`config.mk`:
```
export PLATFORM = sky130hd
export DESIGN_NAME = gil_interrupt_latch_control
export DESIGN_NICKNAME = d
export VERILOG_FILES = /design/src/hdl/gil_pkg.sv /design/src/hdl/gil_hold_timer.sv /design/src/hdl/gil_interrupt_latch_control.sv
export SDC_FILE = /design/constraint.sdc
export NUM_CORES = 1
export LEC_CHECK = 0
export BUFFER_PORTS_ARGS = -buffer_cell sky130_fd_sc_hd__buf_2
export CORE_AREA = 2 2 118 120
export DETAILED_ROUTE_END_ITERATION = 8
export DIE_AREA = 0 0 120 122
export GPL_ROUTABILITY_DRIVEN = 0
export PLACE_DENSITY = 0.72
export SLEW_MARGIN = 15
export SYNTH_ARGS = -nofsm -noshare
export SYNTH_HDL_FRONTEND = slang
export SYNTH_SLANG_ARGS = --single-unit
```
`constraint.sdc`:
```
create_clock -name clk -period 6.45 [get_ports clk]
set_input_delay 0.645 -clock clk [delete_from_list [all_inputs] [get_ports clk]]
set_output_delay 0.645 -clock clk [all_outputs]
set_load 0.005 [all_outputs]
```
`src/hdl/gil_pkg.sv`:
```
package gil_pkg;

   // ----------------------------------------------------------------
   // register indices (byte address is four times the index)
   // ----------------------------------------------------------------
   localparam logic [7:0] IDX_PIN_MAP = 8'h1b;
   localparam logic [7:0] IDX_FIFO_IRQ_EN = 8'h1e;
   localparam logic [7:0] IDX_HOLD_CTRL = 8'h21;
   localparam logic [7:0] IDX_EVT_STATUS = 8'h30;
   localparam logic [7:0] IDX_EVT_MASK = 8'h31;

   // ----------------------------------------------------------------
   // field positions and reset values
   // ----------------------------------------------------------------
   localparam int WM_EN_BIT = 7;
   localparam int CLR_INT_BIT = 7;
   localparam int CLR_OFFSET_BIT = 6;
   localparam int LATCH_STATUS_BIT = 4;
   localparam int PIN1_FIFO_MAP_BIT = 2;
   localparam int PIN2_FIFO_MAP_BIT = 5;
   localparam int EVT_WM_BIT = 0;
   localparam int EVT_PIN1_BIT = 1;
   localparam int EVT_PIN2_BIT = 2;
   localparam int EVT_W = 3;
   localparam logic [7:0] FIFO_IRQ_EN_RST = 8'h88;
   localparam logic [7:0] HOLD_CTRL_RST = 8'h00;
   localparam logic [7:0] PIN_MAP_RST = 8'h00;
   localparam logic [3:0] MODE_LATCH_A = 4'h7;
   localparam logic [3:0] MODE_LATCH_B = 4'hf;
   localparam logic [3:0] MODE_NONL_A = 4'h0;
   localparam logic [3:0] MODE_NONL_B = 4'h8;

   // ----------------------------------------------------------------
   // hold times in microseconds, codes 1..6 then 9..14
   // ----------------------------------------------------------------
   localparam int unsigned CLK_MHZ = 250;
   localparam int unsigned HOLD_US [12] = '{250000, 500000, 1000000, 2000000, 4000000,
      8000000, 250, 500, 1000, 12500, 25000, 50000};
   localparam int unsigned HOLD_CYC_DEF [12] = '{HOLD_US[0] * CLK_MHZ,
      HOLD_US[1] * CLK_MHZ, HOLD_US[2] * CLK_MHZ, HOLD_US[3] * CLK_MHZ,
      HOLD_US[4] * CLK_MHZ, HOLD_US[5] * CLK_MHZ, HOLD_US[6] * CLK_MHZ,
      HOLD_US[7] * CLK_MHZ, HOLD_US[8] * CLK_MHZ, HOLD_US[9] * CLK_MHZ,
      HOLD_US[10] * CLK_MHZ, HOLD_US[11] * CLK_MHZ};

   typedef enum logic [1:0] {
      HOLD_NONLATCHED = 2'b00,
      HOLD_TEMPORARY = 2'b01,
      HOLD_LATCHED = 2'b11
   } gil_hold_kind_t;

endpackage

```
`src/hdl/gil_hold_timer.sv`:
```
module gil_hold_timer (
   // clock and reset
   input wire logic clk,
   input wire logic resetn,
   // control
   input wire gil_pkg::gil_hold_kind_t holdKind,
   input wire logic [31:0] holdCycles,
   input wire logic clearCmd,
   // condition in, held interrupt out
   input wire logic cond,
   output logic irq
);

   logic [31:0] count;

   always_ff @(posedge clk or negedge resetn) begin
      if (!resetn) begin
         irq <= 1'b0;
         count <= 32'h0;
      end else begin
         unique case (holdKind)
            gil_pkg::HOLD_NONLATCHED: begin
               irq <= cond;
               count <= 32'h0;
            end
            gil_pkg::HOLD_LATCHED: begin
               // a new assertion beats a clear in the same cycle
               irq <= cond | (irq & ~clearCmd);
               count <= 32'h0;
            end
            gil_pkg::HOLD_TEMPORARY: begin
               if (cond) begin
                  count <= holdCycles;
                  irq <= 1'b1;
               // hold counts down from the last cycle the condition was seen, so
               // the pin stays up for the full count after the condition goes away
               end else if (clearCmd || count == 32'h0) begin
                  count <= 32'h0;
                  irq <= 1'b0;
               end else begin
                  count <= count - 32'h1;
                  irq <= 1'b1;
               end
            end
            default: begin
               irq <= 1'b0;
               count <= 32'h0;
            end
         endcase
      end
   end

   // ----------------------------------------------------------------
   // checks
   // ----------------------------------------------------------------
   follow_cond_a: assert property (@(posedge clk) disable iff (!resetn)
      holdKind == gil_pkg::HOLD_NONLATCHED && $stable(holdKind) |-> irq == $past(cond))
      else $error("non-latched output does not follow its condition");

   latch_hold_a: assert property (@(posedge clk) disable iff (!resetn)
      holdKind == gil_pkg::HOLD_LATCHED && irq && !clearCmd ##1
      holdKind == gil_pkg::HOLD_LATCHED |-> irq)
      else $error("latched interrupt dropped without a clear");

   temp_reload_a: assert property (@(posedge clk) disable iff (!resetn)
      holdKind == gil_pkg::HOLD_TEMPORARY && cond |=> count == $past(holdCycles) && irq)
      else $error("hold counter not loaded with the hold time");

   temp_expire_a: assert property (@(posedge clk) disable iff (!resetn)
      holdKind == gil_pkg::HOLD_TEMPORARY && !cond && count == 32'h0 |=> !irq)
      else $error("temporary interrupt outlives its hold time");

   temp_held_c: cover property (@(posedge clk) disable iff (!resetn)
      holdKind == gil_pkg::HOLD_TEMPORARY && irq && !cond ##1 irq ##1 !irq);

endmodule

```
`src/hdl/gil_interrupt_latch_control.sv`:
```
// What this block does
// the fifo watermark interrupt is produced only while its enable bit is one.
// software writes zero to every reserved bit of the enable and hold control registers.
// writing one to the clear-interrupt command resets the held state of every interrupt.
// writing one to the clear-offset command resets the fast and slow offset results.
// hold codes 0000b and 1000b select non-latched outputs, and the field resets to zero.
// codes 0001b to 0110b hold an interrupt for 250 ms, 500 ms, 1 s, 2 s, 4 s and 8 s.
// codes 1001b to 1110b hold an interrupt for 250 us, 500 us, 1 ms, 12.5 ms, 25 ms, 50 ms.
// codes 0111b and 1111b latch asserted interrupts.
// the fifo interrupt reaches each gyro pin only when that pin's map bit is one.
// a latched interrupt stays until cleared, a temporary one drops after its hold time.
// a non-latched output follows its condition and drops as soon as it goes away.
//
// Register access over AHB-Lite is this design's own decision.
module gil_interrupt_latch_control #(
   parameter int unsigned HOLD_CYC [12] = gil_pkg::HOLD_CYC_DEF
) (
   // clock and reset
   input wire logic clk,
   input wire logic resetn,
   // ahb-lite slave
   input wire logic hsel,
   input wire logic [31:0] haddr,
   input wire logic [1:0] htrans,
   input wire logic hwrite,
   input wire logic [2:0] hsize,
   input wire logic [31:0] hwdata,
   input wire logic hready,
   output logic hreadyout,
   output logic hresp,
   output logic [31:0] hrdata,
   // condition from the fifo
   input wire logic fifoWatermarkLevel,
   // interrupt pins and commands to the engines
   output logic gyro_irq_pin_first,
   output logic gyro_irq_pin_second,
   output logic intStatusClear,
   output logic fast_offset_comp_clear,
   output logic slow_offset_comp_clear,
   output logic irqOut
);

   // ----------------------------------------------------------------
   // registers
   // ----------------------------------------------------------------
   logic [7:0] fifoIrqEnable;
   logic [3:0] holdMode;
   logic latchStatus;
   logic pin1FifoMap;
   logic pin2FifoMap;
   logic [gil_pkg::EVT_W-1:0] evtStatus;
   logic [gil_pkg::EVT_W-1:0] evtMask;

   // ----------------------------------------------------------------
   // bus address and data phase
   // ----------------------------------------------------------------
   logic accept;
   logic wrPend;
   logic rdWait;
   logic [7:0] phaseIdx;
   logic addrOk;
   logic wrStrobe;
   logic [7:0] wd;
   logic [31:0] next_rdata;

   assign accept = hsel & htrans[1] & hready;
   assign wrStrobe = wrPend;
   assign wd = hwdata[7:0];
   // word aligned addresses only; low bits must be zero
   assign addrOk = (haddr[1:0] == 2'b00) && (haddr[31:10] == 22'h0);

   always_ff @(posedge clk or negedge resetn) begin
      if (!resetn) begin
         wrPend <= 1'b0;
         rdWait <= 1'b0;
         phaseIdx <= 8'h0;
         hreadyout <= 1'b1;
      end else begin
         wrPend <= accept & hwrite;
         if (accept) begin
            phaseIdx <= addrOk ? haddr[9:2] : 8'hff;
         end
         // one wait state on reads so a preceding write is visible
         if (accept && !hwrite) begin
            rdWait <= 1'b1;
            hreadyout <= 1'b0;
         end else begin
            rdWait <= 1'b0;
            hreadyout <= 1'b1;
         end
      end
   end

   always_ff @(posedge clk or negedge resetn) begin
      if (!resetn) begin
         hresp <= 1'b0;
      end else begin
         hresp <= 1'b0;
      end
   end

   always_comb begin
      next_rdata = 32'h0;
      unique case (phaseIdx)
         gil_pkg::IDX_FIFO_IRQ_EN: next_rdata = {24'h0, fifoIrqEnable};
         gil_pkg::IDX_HOLD_CTRL: next_rdata = {27'h0, latchStatus, holdMode};
         gil_pkg::IDX_PIN_MAP: begin
            next_rdata[gil_pkg::PIN1_FIFO_MAP_BIT] = pin1FifoMap;
            next_rdata[gil_pkg::PIN2_FIFO_MAP_BIT] = pin2FifoMap;
         end
         gil_pkg::IDX_EVT_STATUS: next_rdata = {29'h0, evtStatus};
         gil_pkg::IDX_EVT_MASK: next_rdata = {29'h0, evtMask};
         default: next_rdata = 32'h0;
      endcase
   end

   always_ff @(posedge clk or negedge resetn) begin
      if (!resetn) begin
         hrdata <= 32'h0;
      end else if (rdWait) begin
         hrdata <= next_rdata;
      end
   end

   // ----------------------------------------------------------------
   // control registers
   // ----------------------------------------------------------------
   always_ff @(posedge clk or negedge resetn) begin
      if (!resetn) begin
         fifoIrqEnable <= gil_pkg::FIFO_IRQ_EN_RST;
      end else if (wrStrobe && phaseIdx == gil_pkg::IDX_FIFO_IRQ_EN) begin
         fifoIrqEnable <= wd;
      end
   end

   always_ff @(posedge clk or negedge resetn) begin
      if (!resetn) begin
         holdMode <= gil_pkg::HOLD_CTRL_RST[3:0];
         latchStatus <= gil_pkg::HOLD_CTRL_RST[gil_pkg::LATCH_STATUS_BIT];
      end else if (wrStrobe && phaseIdx == gil_pkg::IDX_HOLD_CTRL) begin
         holdMode <= wd[3:0];
         latchStatus <= wd[gil_pkg::LATCH_STATUS_BIT];
      end
   end

   // command bits are not stored; they fire one-cycle pulses
   always_ff @(posedge clk or negedge resetn) begin
      if (!resetn) begin
         intStatusClear <= 1'b0;
         fast_offset_comp_clear <= 1'b0;
         slow_offset_comp_clear <= 1'b0;
      end else begin
         intStatusClear <= wrStrobe && phaseIdx == gil_pkg::IDX_HOLD_CTRL
            && wd[gil_pkg::CLR_INT_BIT];
         fast_offset_comp_clear <= wrStrobe && phaseIdx == gil_pkg::IDX_HOLD_CTRL
            && wd[gil_pkg::CLR_OFFSET_BIT];
         slow_offset_comp_clear <= wrStrobe && phaseIdx == gil_pkg::IDX_HOLD_CTRL
            && wd[gil_pkg::CLR_OFFSET_BIT];
      end
   end

   always_ff @(posedge clk or negedge resetn) begin
      if (!resetn) begin
         pin1FifoMap <= gil_pkg::PIN_MAP_RST[gil_pkg::PIN1_FIFO_MAP_BIT];
         pin2FifoMap <= gil_pkg::PIN_MAP_RST[gil_pkg::PIN2_FIFO_MAP_BIT];
      end else if (wrStrobe && phaseIdx == gil_pkg::IDX_PIN_MAP) begin
         pin1FifoMap <= wd[gil_pkg::PIN1_FIFO_MAP_BIT];
         pin2FifoMap <= wd[gil_pkg::PIN2_FIFO_MAP_BIT];
      end
   end

   // ----------------------------------------------------------------
   // hold mode decode
   // ----------------------------------------------------------------
   gil_pkg::gil_hold_kind_t holdKind;
   logic [31:0] holdCycles;

   always_comb begin
      holdKind = gil_pkg::HOLD_TEMPORARY;
      holdCycles = 32'h1;
      unique case (holdMode)
         gil_pkg::MODE_NONL_A, gil_pkg::MODE_NONL_B: begin
            holdKind = gil_pkg::HOLD_NONLATCHED;
         end
         gil_pkg::MODE_LATCH_A, gil_pkg::MODE_LATCH_B: begin
            holdKind = gil_pkg::HOLD_LATCHED;
         end
         4'h1, 4'h2, 4'h3, 4'h4, 4'h5, 4'h6: begin
            holdCycles = 32'(HOLD_CYC[3'(holdMode[2:0] - 3'h1)]);
         end
         default: begin
            holdCycles = 32'(HOLD_CYC[4'(holdMode[2:0]) + 4'h5]);
         end
      endcase
   end

   // ----------------------------------------------------------------
   // fifo interrupt, pin mapping and holding
   // ----------------------------------------------------------------
   logic fifoIrq;
   logic pin1Cond;
   logic pin2Cond;

   assign fifoIrq = fifoWatermarkLevel & fifoIrqEnable[gil_pkg::WM_EN_BIT];
   assign pin1Cond = fifoIrq & pin1FifoMap;
   assign pin2Cond = fifoIrq & pin2FifoMap;

   gil_hold_timer u_hold_first (
      .clk(clk),
      .resetn(resetn),
      .holdKind(holdKind),
      .holdCycles(holdCycles),
      .clearCmd(intStatusClear),
      .cond(pin1Cond),
      .irq(gyro_irq_pin_first)
   );

   gil_hold_timer u_hold_second (
      .clk(clk),
      .resetn(resetn),
      .holdKind(holdKind),
      .holdCycles(holdCycles),
      .clearCmd(intStatusClear),
      .cond(pin2Cond),
      .irq(gyro_irq_pin_second)
   );

   // ----------------------------------------------------------------
   // event status, mask and interrupt line
   // ----------------------------------------------------------------
   logic fifoIrqQ;
   logic pin1Q;
   logic pin2Q;
   logic [gil_pkg::EVT_W-1:0] evtSet;
   logic [gil_pkg::EVT_W-1:0] evtClr;

   always_ff @(posedge clk or negedge resetn) begin
      if (!resetn) begin
         fifoIrqQ <= 1'b0;
         pin1Q <= 1'b0;
         pin2Q <= 1'b0;
      end else begin
         fifoIrqQ <= fifoIrq;
         pin1Q <= gyro_irq_pin_first;
         pin2Q <= gyro_irq_pin_second;
      end
   end

   always_comb begin
      evtSet = '0;
      evtSet[gil_pkg::EVT_WM_BIT] = fifoIrq & ~fifoIrqQ;
      evtSet[gil_pkg::EVT_PIN1_BIT] = gyro_irq_pin_first & ~pin1Q;
      evtSet[gil_pkg::EVT_PIN2_BIT] = gyro_irq_pin_second & ~pin2Q;
   end

   assign evtClr = (wrStrobe && phaseIdx == gil_pkg::IDX_EVT_STATUS) ?
      wd[gil_pkg::EVT_W-1:0] : '0;

   // set wins over a same-cycle clear
   always_ff @(posedge clk or negedge resetn) begin
      if (!resetn) begin
         evtStatus <= '0;
      end else begin
         evtStatus <= (evtStatus & ~evtClr) | evtSet;
      end
   end

   always_ff @(posedge clk or negedge resetn) begin
      if (!resetn) begin
         evtMask <= '0;
      end else if (wrStrobe && phaseIdx == gil_pkg::IDX_EVT_MASK) begin
         evtMask <= wd[gil_pkg::EVT_W-1:0];
      end
   end

   always_ff @(posedge clk or negedge resetn) begin
      if (!resetn) begin
         irqOut <= 1'b0;
      end else begin
         irqOut <= |(evtStatus & evtMask);
      end
   end

   // ----------------------------------------------------------------
   // checks
   // ----------------------------------------------------------------
   wm_suppress_a: assert property (@(posedge clk) disable iff (!resetn)
      !fifoIrqEnable[gil_pkg::WM_EN_BIT] && !fifoIrqQ |=> !evtStatus[gil_pkg::EVT_WM_BIT]
      || $past(evtStatus[gil_pkg::EVT_WM_BIT]))
      else $error("watermark event raised while disabled");

   clear_pulse_a: assert property (@(posedge clk) disable iff (!resetn)
      wrStrobe && phaseIdx == gil_pkg::IDX_HOLD_CTRL && wd[gil_pkg::CLR_INT_BIT]
      |=> intStatusClear ##1 !intStatusClear)
      else $error("clear command did not pulse for one cycle");

   offset_pulse_a: assert property (@(posedge clk) disable iff (!resetn)
      fast_offset_comp_clear == slow_offset_comp_clear && (fast_offset_comp_clear ==
      $past(wrStrobe && phaseIdx == gil_pkg::IDX_HOLD_CTRL && wd[gil_pkg::CLR_OFFSET_BIT])))
      else $error("offset clear pulse mismatch");

   long_hold_a: assert property (@(posedge clk) disable iff (!resetn)
      holdMode == 4'h6 |-> holdCycles == HOLD_CYC[5] && holdKind == gil_pkg::HOLD_TEMPORARY)
      else $error("8 s hold count wrong");

   short_hold_a: assert property (@(posedge clk) disable iff (!resetn)
      holdMode == 4'h9 |-> holdCycles == HOLD_CYC[6] && holdKind == gil_pkg::HOLD_TEMPORARY)
      else $error("250 us hold count wrong");

   latch_mode_a: assert property (@(posedge clk) disable iff (!resetn)
      holdMode[2:0] == 3'h7 |-> holdKind == gil_pkg::HOLD_LATCHED)
      else $error("latch code not decoded as latched");

   nonlatch_mode_a: assert property (@(posedge clk) disable iff (!resetn)
      holdMode[2:0] == 3'h0 |-> holdKind == gil_pkg::HOLD_NONLATCHED)
      else $error("non-latched code decoded wrongly");

   pin_map_a: assert property (@(posedge clk) disable iff (!resetn)
      !pin1FifoMap && holdKind == gil_pkg::HOLD_NONLATCHED ##1
      holdKind == gil_pkg::HOLD_NONLATCHED |-> !gyro_irq_pin_first)
      else $error("unmapped fifo interrupt reached the first pin");

   read_wait_a: assert property (@(posedge clk) disable iff (!resetn)
      accept && !hwrite |=> !hreadyout ##1 hreadyout)
      else $error("read data phase is not exactly one wait state");

   latch_path_c: cover property (@(posedge clk) disable iff (!resetn)
      holdKind == gil_pkg::HOLD_LATCHED && gyro_irq_pin_first ##[1:20] intStatusClear);
   irq_out_c: cover property (@(posedge clk) disable iff (!resetn) $rose(irqOut));
   nonlatch_c: cover property (@(posedge clk) disable iff (!resetn)
      holdKind == gil_pkg::HOLD_NONLATCHED && $fell(gyro_irq_pin_second));

endmodule

```
# After elaboration in Yosys (flattened, before gate mapping)
# Memories as Yosys holds them, arrays and structs flattened.
# Index checks and enable logic that the tools add are counted.
dict set report totals {
  reg_bits 136
  rom_bits 1024
  input_bits 75
  out_inout_bits 40
  elab_cells 119
  memories 2
}
# name depth word_bits read_ports rd_clocked_by_memory_dff wr line_no
set mem_list {}
lappend mem_list {{(name not given)} 16 32 1 0 0 gil_interrupt_latch_control.sv:192} ;# holdCycles = 32'(HOLD_CYC[4'(holdMode[2:0]) + 4'h5]);
lappend mem_list {{(name not given)} 16 32 1 0 0 gil_interrupt_latch_control.sv:189} ;# holdCycles = 32'(HOLD_CYC[3'(holdMode[2:0] - 3'h1)]);
dict set report classes {
  add_sub_neg 4
  order_cmp 2
  eq_ne 16
  muxes 27
  n_bitwise 23
  n_reduce_logical 23
}
# op count
set ops {}
lappend ops {{$mux 32} 10}
lappend ops {{$logic_not 32->1} 2}
lappend ops {{$pmux 32 s2} 1}
lappend ops {{$sub 32x1->32 const B} 2}
lappend ops {{$eq 8x6->1 const B} 3}
lappend ops {{$logic_not 22->1} 1}
lappend ops {{$eq 4x3->1 const B} 4}
lappend ops {{$eq 8x5->1 const B} 2}
lappend ops {{$and 1x1->1} 11}
lappend ops {{$logic_and 1x1->1} 9}
lappend ops {{$eq 4x2->1 const B} 2}
lappend ops {{$eq 4x4->1 const B} 2}
lappend ops {{$mux 8} 1}
lappend ops {{$pmux 2 s2} 2}
lappend ops {{$pmux 2 s4} 1}
lappend ops {{$and 3x3->3} 2}
lappend ops {{$mux 1} 6}
lappend ops {{$pmux 1 s3} 2}
lappend ops {{$reduce_or 6->1} 1}
lappend ops {{$ge 4x5->1 const B} 1}
lappend ops {{$ge 5x5->1 const B} 1}
lappend ops {{$not 4->5} 1}
lappend ops {{$pmux 1 s5} 1}
lappend ops {{$add 3x3->4 const B} 1}
lappend ops {{19 further kinds} 26}

# Longest topological paths before layout
dict set report logic_depth {
  word_depth 8
  mapped_depth 10
  ltp_nobuf 8
}

# Modules after synthesis
# A second synthesis with hierarchy kept.
dict set report unflattened {
  hier_cells 792
  hier_area_um2 6944.2
}
# module n_inst cells_each area_per_inst_um2 seq_area_each_um2
set by_module_without_submodules {}
lappend by_module_without_submodules {gil_hold_timer 2 205 1825.5 825.8}
lappend by_module_without_submodules {gil_interrupt_latch_control 1 382 3293.2 1154.9}

# Worst setup path before layout
# No wires, ideal clock.
dict set report synth_path {
  kind {register -> register}
  startpoint {register holdMode[0]}
  endpoint {register u_hold_first.count[21]}
  setup_time_ns 0.134
  arrival_time_ns 2.343
  t_required_ns 6.316
  path_slack_ns 3.973
  path_stages_with_launch 11
  path_buffers 3
  synth_period_minus_slack_ns 2.477
  cell_sequence {dfrtp_1 -> clkbuf_1 -> inv_1 -> ha_1 -> buf_2 -> inv_1 -> a32oi_1 -> clkbuf_1 -> nor2_1 -> o32ai_1 -> o22ai_1}
}
dict set report synth_between {
  elab_chain_len 8
  word_cells_on_any_way 29
  cone_classes {add/sub: 2; eq/ne: 10; mux: 8; bitwise: 2; reduce/logical: 5; memory: 2}
}
# item line_no
set synth_rtl {}
lappend synth_rtl {{start: declaration} gil_interrupt_latch_control.sv:47} ;# logic [3:0] holdMode;
lappend synth_rtl {{start signal: assignment} gil_interrupt_latch_control.sv:138} ;# holdMode <= gil_pkg::HOLD_CTRL_RST[3:0];
lappend synth_rtl {{start signal: assignment} gil_interrupt_latch_control.sv:141} ;# holdMode <= wd[3:0];
lappend synth_rtl {{$add 3x3->4 or $sub 3x1->3 (tied branches)} {gil_interrupt_latch_control.sv:192, gil_interrupt_latch_control.sv:189}}
lappend synth_rtl {{$not 4->5 (implied by the code) or $not 3->4 (tied branches)} {gil_interrupt_latch_control.sv:192, gil_interrupt_latch_control.sv:189}}
lappend synth_rtl {{$mem_v2 16x32, on equally long branches} --}
lappend synth_rtl {{$mux 32, on equally long branches (2 in a row)} {gil_interrupt_latch_control.sv:192, gil_interrupt_latch_control.sv:189}}
lappend synth_rtl {{$pmux 32 s2} gil_interrupt_latch_control.sv:181} ;# unique case (holdMode)
lappend synth_rtl {{$mux 32} gil_hold_timer.sv:32} ;# if (cond) begin
lappend synth_rtl {{$mux 32 (*)} gil_hold_timer.sv:21} ;# unique case (holdKind)
lappend synth_rtl {{end signal: assignment} gil_hold_timer.sv:33} ;# count <= holdCycles;
lappend synth_rtl {{end signal: assignment} gil_hold_timer.sv:41} ;# count <= count - 32'h1;
lappend synth_rtl {{end: declaration} gil_hold_timer.sv:14} ;# logic [31:0] count;
# Mark *: on every way between the ends. The rest lies on a longest branch, timed or not. The select of a mux whose other input is x is not followed.
# A chain may end at the register's enable or synchronous reset.

# Final worst setup path
# Ends and elaborated chain as after synthesis.

==> impl_metrics.csv <==
group,metric,value,unit
layout,n_antenna_cell,0,
floorplanning,dieArea,14600,µm²
cts,cts_buffers,9,
power,intPower,1440,µW
grt,grt_antenna_before_repair,0,
floorplanning,die_h,122,µm
cts,insertion_delay,360,ps
setup_path,cp.arrival,4430,ps
placement,dp_cells,904,
cts,clk_pin_slew_worst_paths,70,ps
grt,grt_pass1_wl,27.3,mm
placement,dp_hpwl,12.0,mm
timing,worst_pin_slew,1120,ps
yosys,ys_seq_area_share,42.2,%
layout,synthToLayoutAreaGrowth,8.33,%
route,firstDrtPassIters,6,
yosys,yosys.area_share.simple,19.8,%
setup_path,crit_type,"reg2reg",
cts,clock-sinks,112,
power,combinationalPowerShare,34.0,%
route,vias,5607,
yosys,ys_seq_elements,112,
yosys,synth-adder-area-share,2.22,%
timing,setup_tns,0,ps
floorplanning,ios,115,
power,power.density,323,nW/µm²
cts,root_buffer,"clkbuf_16",
setup_path,cp_cell_sequence,"inv_1, ha_1, mux2i_1, a32oi_1, nor2_1, o32ai_1, o22ai_1",
floorplanning,core-area,13500,µm²
route,antenna_left,0,
power,swShare,38.0,%
yosys,ys_async_sr_fraction,100,%
power,p_sw,883,µW
cts,cts_max_level,3,
route,drt-total-wl,16.7,mm
grt,grt_pass1_vias,5500,
power,sequentialPowerShare,42.5,%
setup_path,crit_buf_inv,1,
power,p_leak,0.00297,µW
timing,period_needed,4210,ps
setup_path,cp_slowest_cell,"a32oi_1",
layout,fin_cells,920,
layout,layout-drive-gt1-share,15.8,%
timing,fmaxAchievable,238,MHz
yosys,yosys.cell_types.count,70,
yosys,synth_edf_count,0,
power,pwr-share-clk,23.4,%
cts,cts_buffer_depth,2,
yosys,synth_compound_area_share,16.7,%
worst_hold_path,hp-class,"in2async",
setup_path,cp_top_family,"compound AO/OA/AOI/OAI gates",
layout,multi_input_area,3480,µm²
floorplanning,die_width,120,µm
power,power,2330,µW
route,drc_errors,0,
timing,fin_worst_skew,9.66,ps
placement,portBuffers,61,
cts,tritoncts,"built",
yosys,ys.flop_type,"dfrtp_1",
route,drtIter0Drc,596,
yosys,synth_mux_area_share,4.46,%
setup_path,cp-end-kind,"flip-flop",
cts,ctsHoldBuffers,0,
layout,final_common_cell,"dfrtp_1",
setup_path,cp-start-kind,"flip-flop",
timing,rsz0062_at_grt,"false",
setup_path,slowest_delay,940,ps
power,irDropWorstVdd,0.149,mV
grt,grt_use_met2,38.2,%
yosys,syn_avg_cell_area,9.47,µm²
timing,slew_headroom,25.2,%
layout,register_area,2810,µm²
grt,globalRouteOverflowTotal,0,
layout,fillers,1196,
yosys,yosysWarnings,0,
timing,finalMaxSlewViolations,0,
cts,ctsResizeCount,0,
yosys,synth_xor_area_share,7.77,%
grt,grt_max_degree,69,
grt,use_met3,4.31,%
route,wl_per_cell,18.1,µm
status,status,"completed",
layout,final_cell_mix,"dfrtp_1, buf_2, nor2_1, nand2_1, o22ai_1",
grt,grtUsageMet1,30.9,%
timing,finalSetupViolCount,0,
yosys,synth_top_family_by_area,"simple AND/OR/NAND/NOR gates",
setup_path,critPathMaxFanout,22,
timing,min_period_over_period,65.3,%
timing,finalHoldViolCount,0,
job,cap_violations,0,
setup_path,required,6670,ps
grt,track_usage,23.7,%
floorplanning,rows,43,
yosys,netlist_instances,702,
cts,cts_setup_buffers,0,
route,vias_per_cell,6.09,
grt,busiest_layer,"met2",
yosys,syn_area,6650,µm²
floorplanning,initial_utilization,49.3,%
layout,finalNetCount,821,
-- metal layers --
metal	share of wire, %	vias up
li1	-	2598
met1	41	2663
met2	48	289
met3	6.8	57
met4	4.1	0
met5	0	-
-- final cells by class --
type / count / area share (%)
clock inverter: 6 / 0.747
inverter: 21 / 1.09
multi-input combinational: 528 / 48.3
timing repair buffer: 63 / 4.48
tap: 180 / 3.13
sequential: 112 / 38.9
clock buffer: 10 / 3.32
-- power groups by stage --
stage / combinational, µW / sequential (µW) / clock [µW]
final: 791 / 989 / 545
after global routing: 866 / 1010 / 585
after CTS: 780 / 987 / 557
after detailed placement: 773 / 998 / 0
after global placement: 751 / 989 / 0
after floorplan: 630 / 962 / 0
-- cell usage after synthesis (all sizes together), types with 5 or more instances --
cell type    n  area, µm²
dfrtp      109       2730
nor2        58        218
nand2       50        188
o22ai       49        307
buf         39        279
xnor2       35        307
nor4        30        228
clkbuf      26       97.6
o21ai       25        125
xor2        24        210
a21oi       23        115
inv         21       78.8
mux2        21        236
nor3        20        100
nand3       16       80.1
ha          11        138
o22a         9       78.8
a32oi        8       70.1
nand4        8       50.1
nor2b        8       50.1
or4          8       63.8
a22oi        7       52.6
and3         6       37.5
mux2i        6       60.1
nand2b       6       37.5
o2bb2ai      5       43.8
or3          5       32.5
-- worst reg2reg max path: cells and delay by family (launching register included) --
family / cells / cell delay [ps]
DFF: 1 / 660
muxes: 1 / 420
AOI/OAI and AO/OA: 3 / 1680
and+or+nand+nor: 1 / 150
buffers and inverters: 1 / 420
adders and majority gates: 1 / 750
-- state kept, by name, summed over array words and instances, names as in the netlist, 3 cells and up --
signal / cells
u_hold_second.count: 32
holdMode: 4
evtStatus: 3
evtMask: 3
phaseIdx: 8
u_hold_first.count: 32
hrdata: 8
fifoIrqEnable: 8
-- path summary, 6_finish.rpt --
path / from / end / slack (ps) / depth (start not counted)
min reg2reg: u_hold_second.irq / pin2Q / 440 / 0
min in group clk: u_hold_second.irq / pin2Q / 440 / 0
max in group asynchronous: resetn / holdMode[1] / 4930 / 2
min: resetn / u_hold_second.count[28] / 280 / 1
max: holdMode[0] / u_hold_first.count[21] / 2240 / 7
max reg2reg: holdMode[0] / u_hold_first.count[21] / 2240 / 7
-- logic make-up (layout without fill, tap and decap cells) --
group,after synthesis,after routing
mux,27,27
compound gates,164,164
flops,112,112
xor+xnor,59,59
buf+inv,86,100
other cells,1,25
fa+ha+maj,12,12
simple gates,241,241
-- per-stage QoR --
| stage | cell area, µm² | utilization (%) | hold WS (ps) | setup slack [ps] |
|---|---|---|---|---|
| floorplan | 6740 | - | 349 | 3970 |
| global placement | 6910 | 51.2 | 438 | 2550 |
| detailed placement | 6910 | 51.2 | 430 | 2490 |
| CTS | 7210 | 53.4 | 306 | 2410 |
| global route | 7210 | 53.4 | 329 | 2050 |
| finish | 7210 | 53.4 | 279 | 2240 |
No activity file was read; power rests on OpenSTA's default activity.
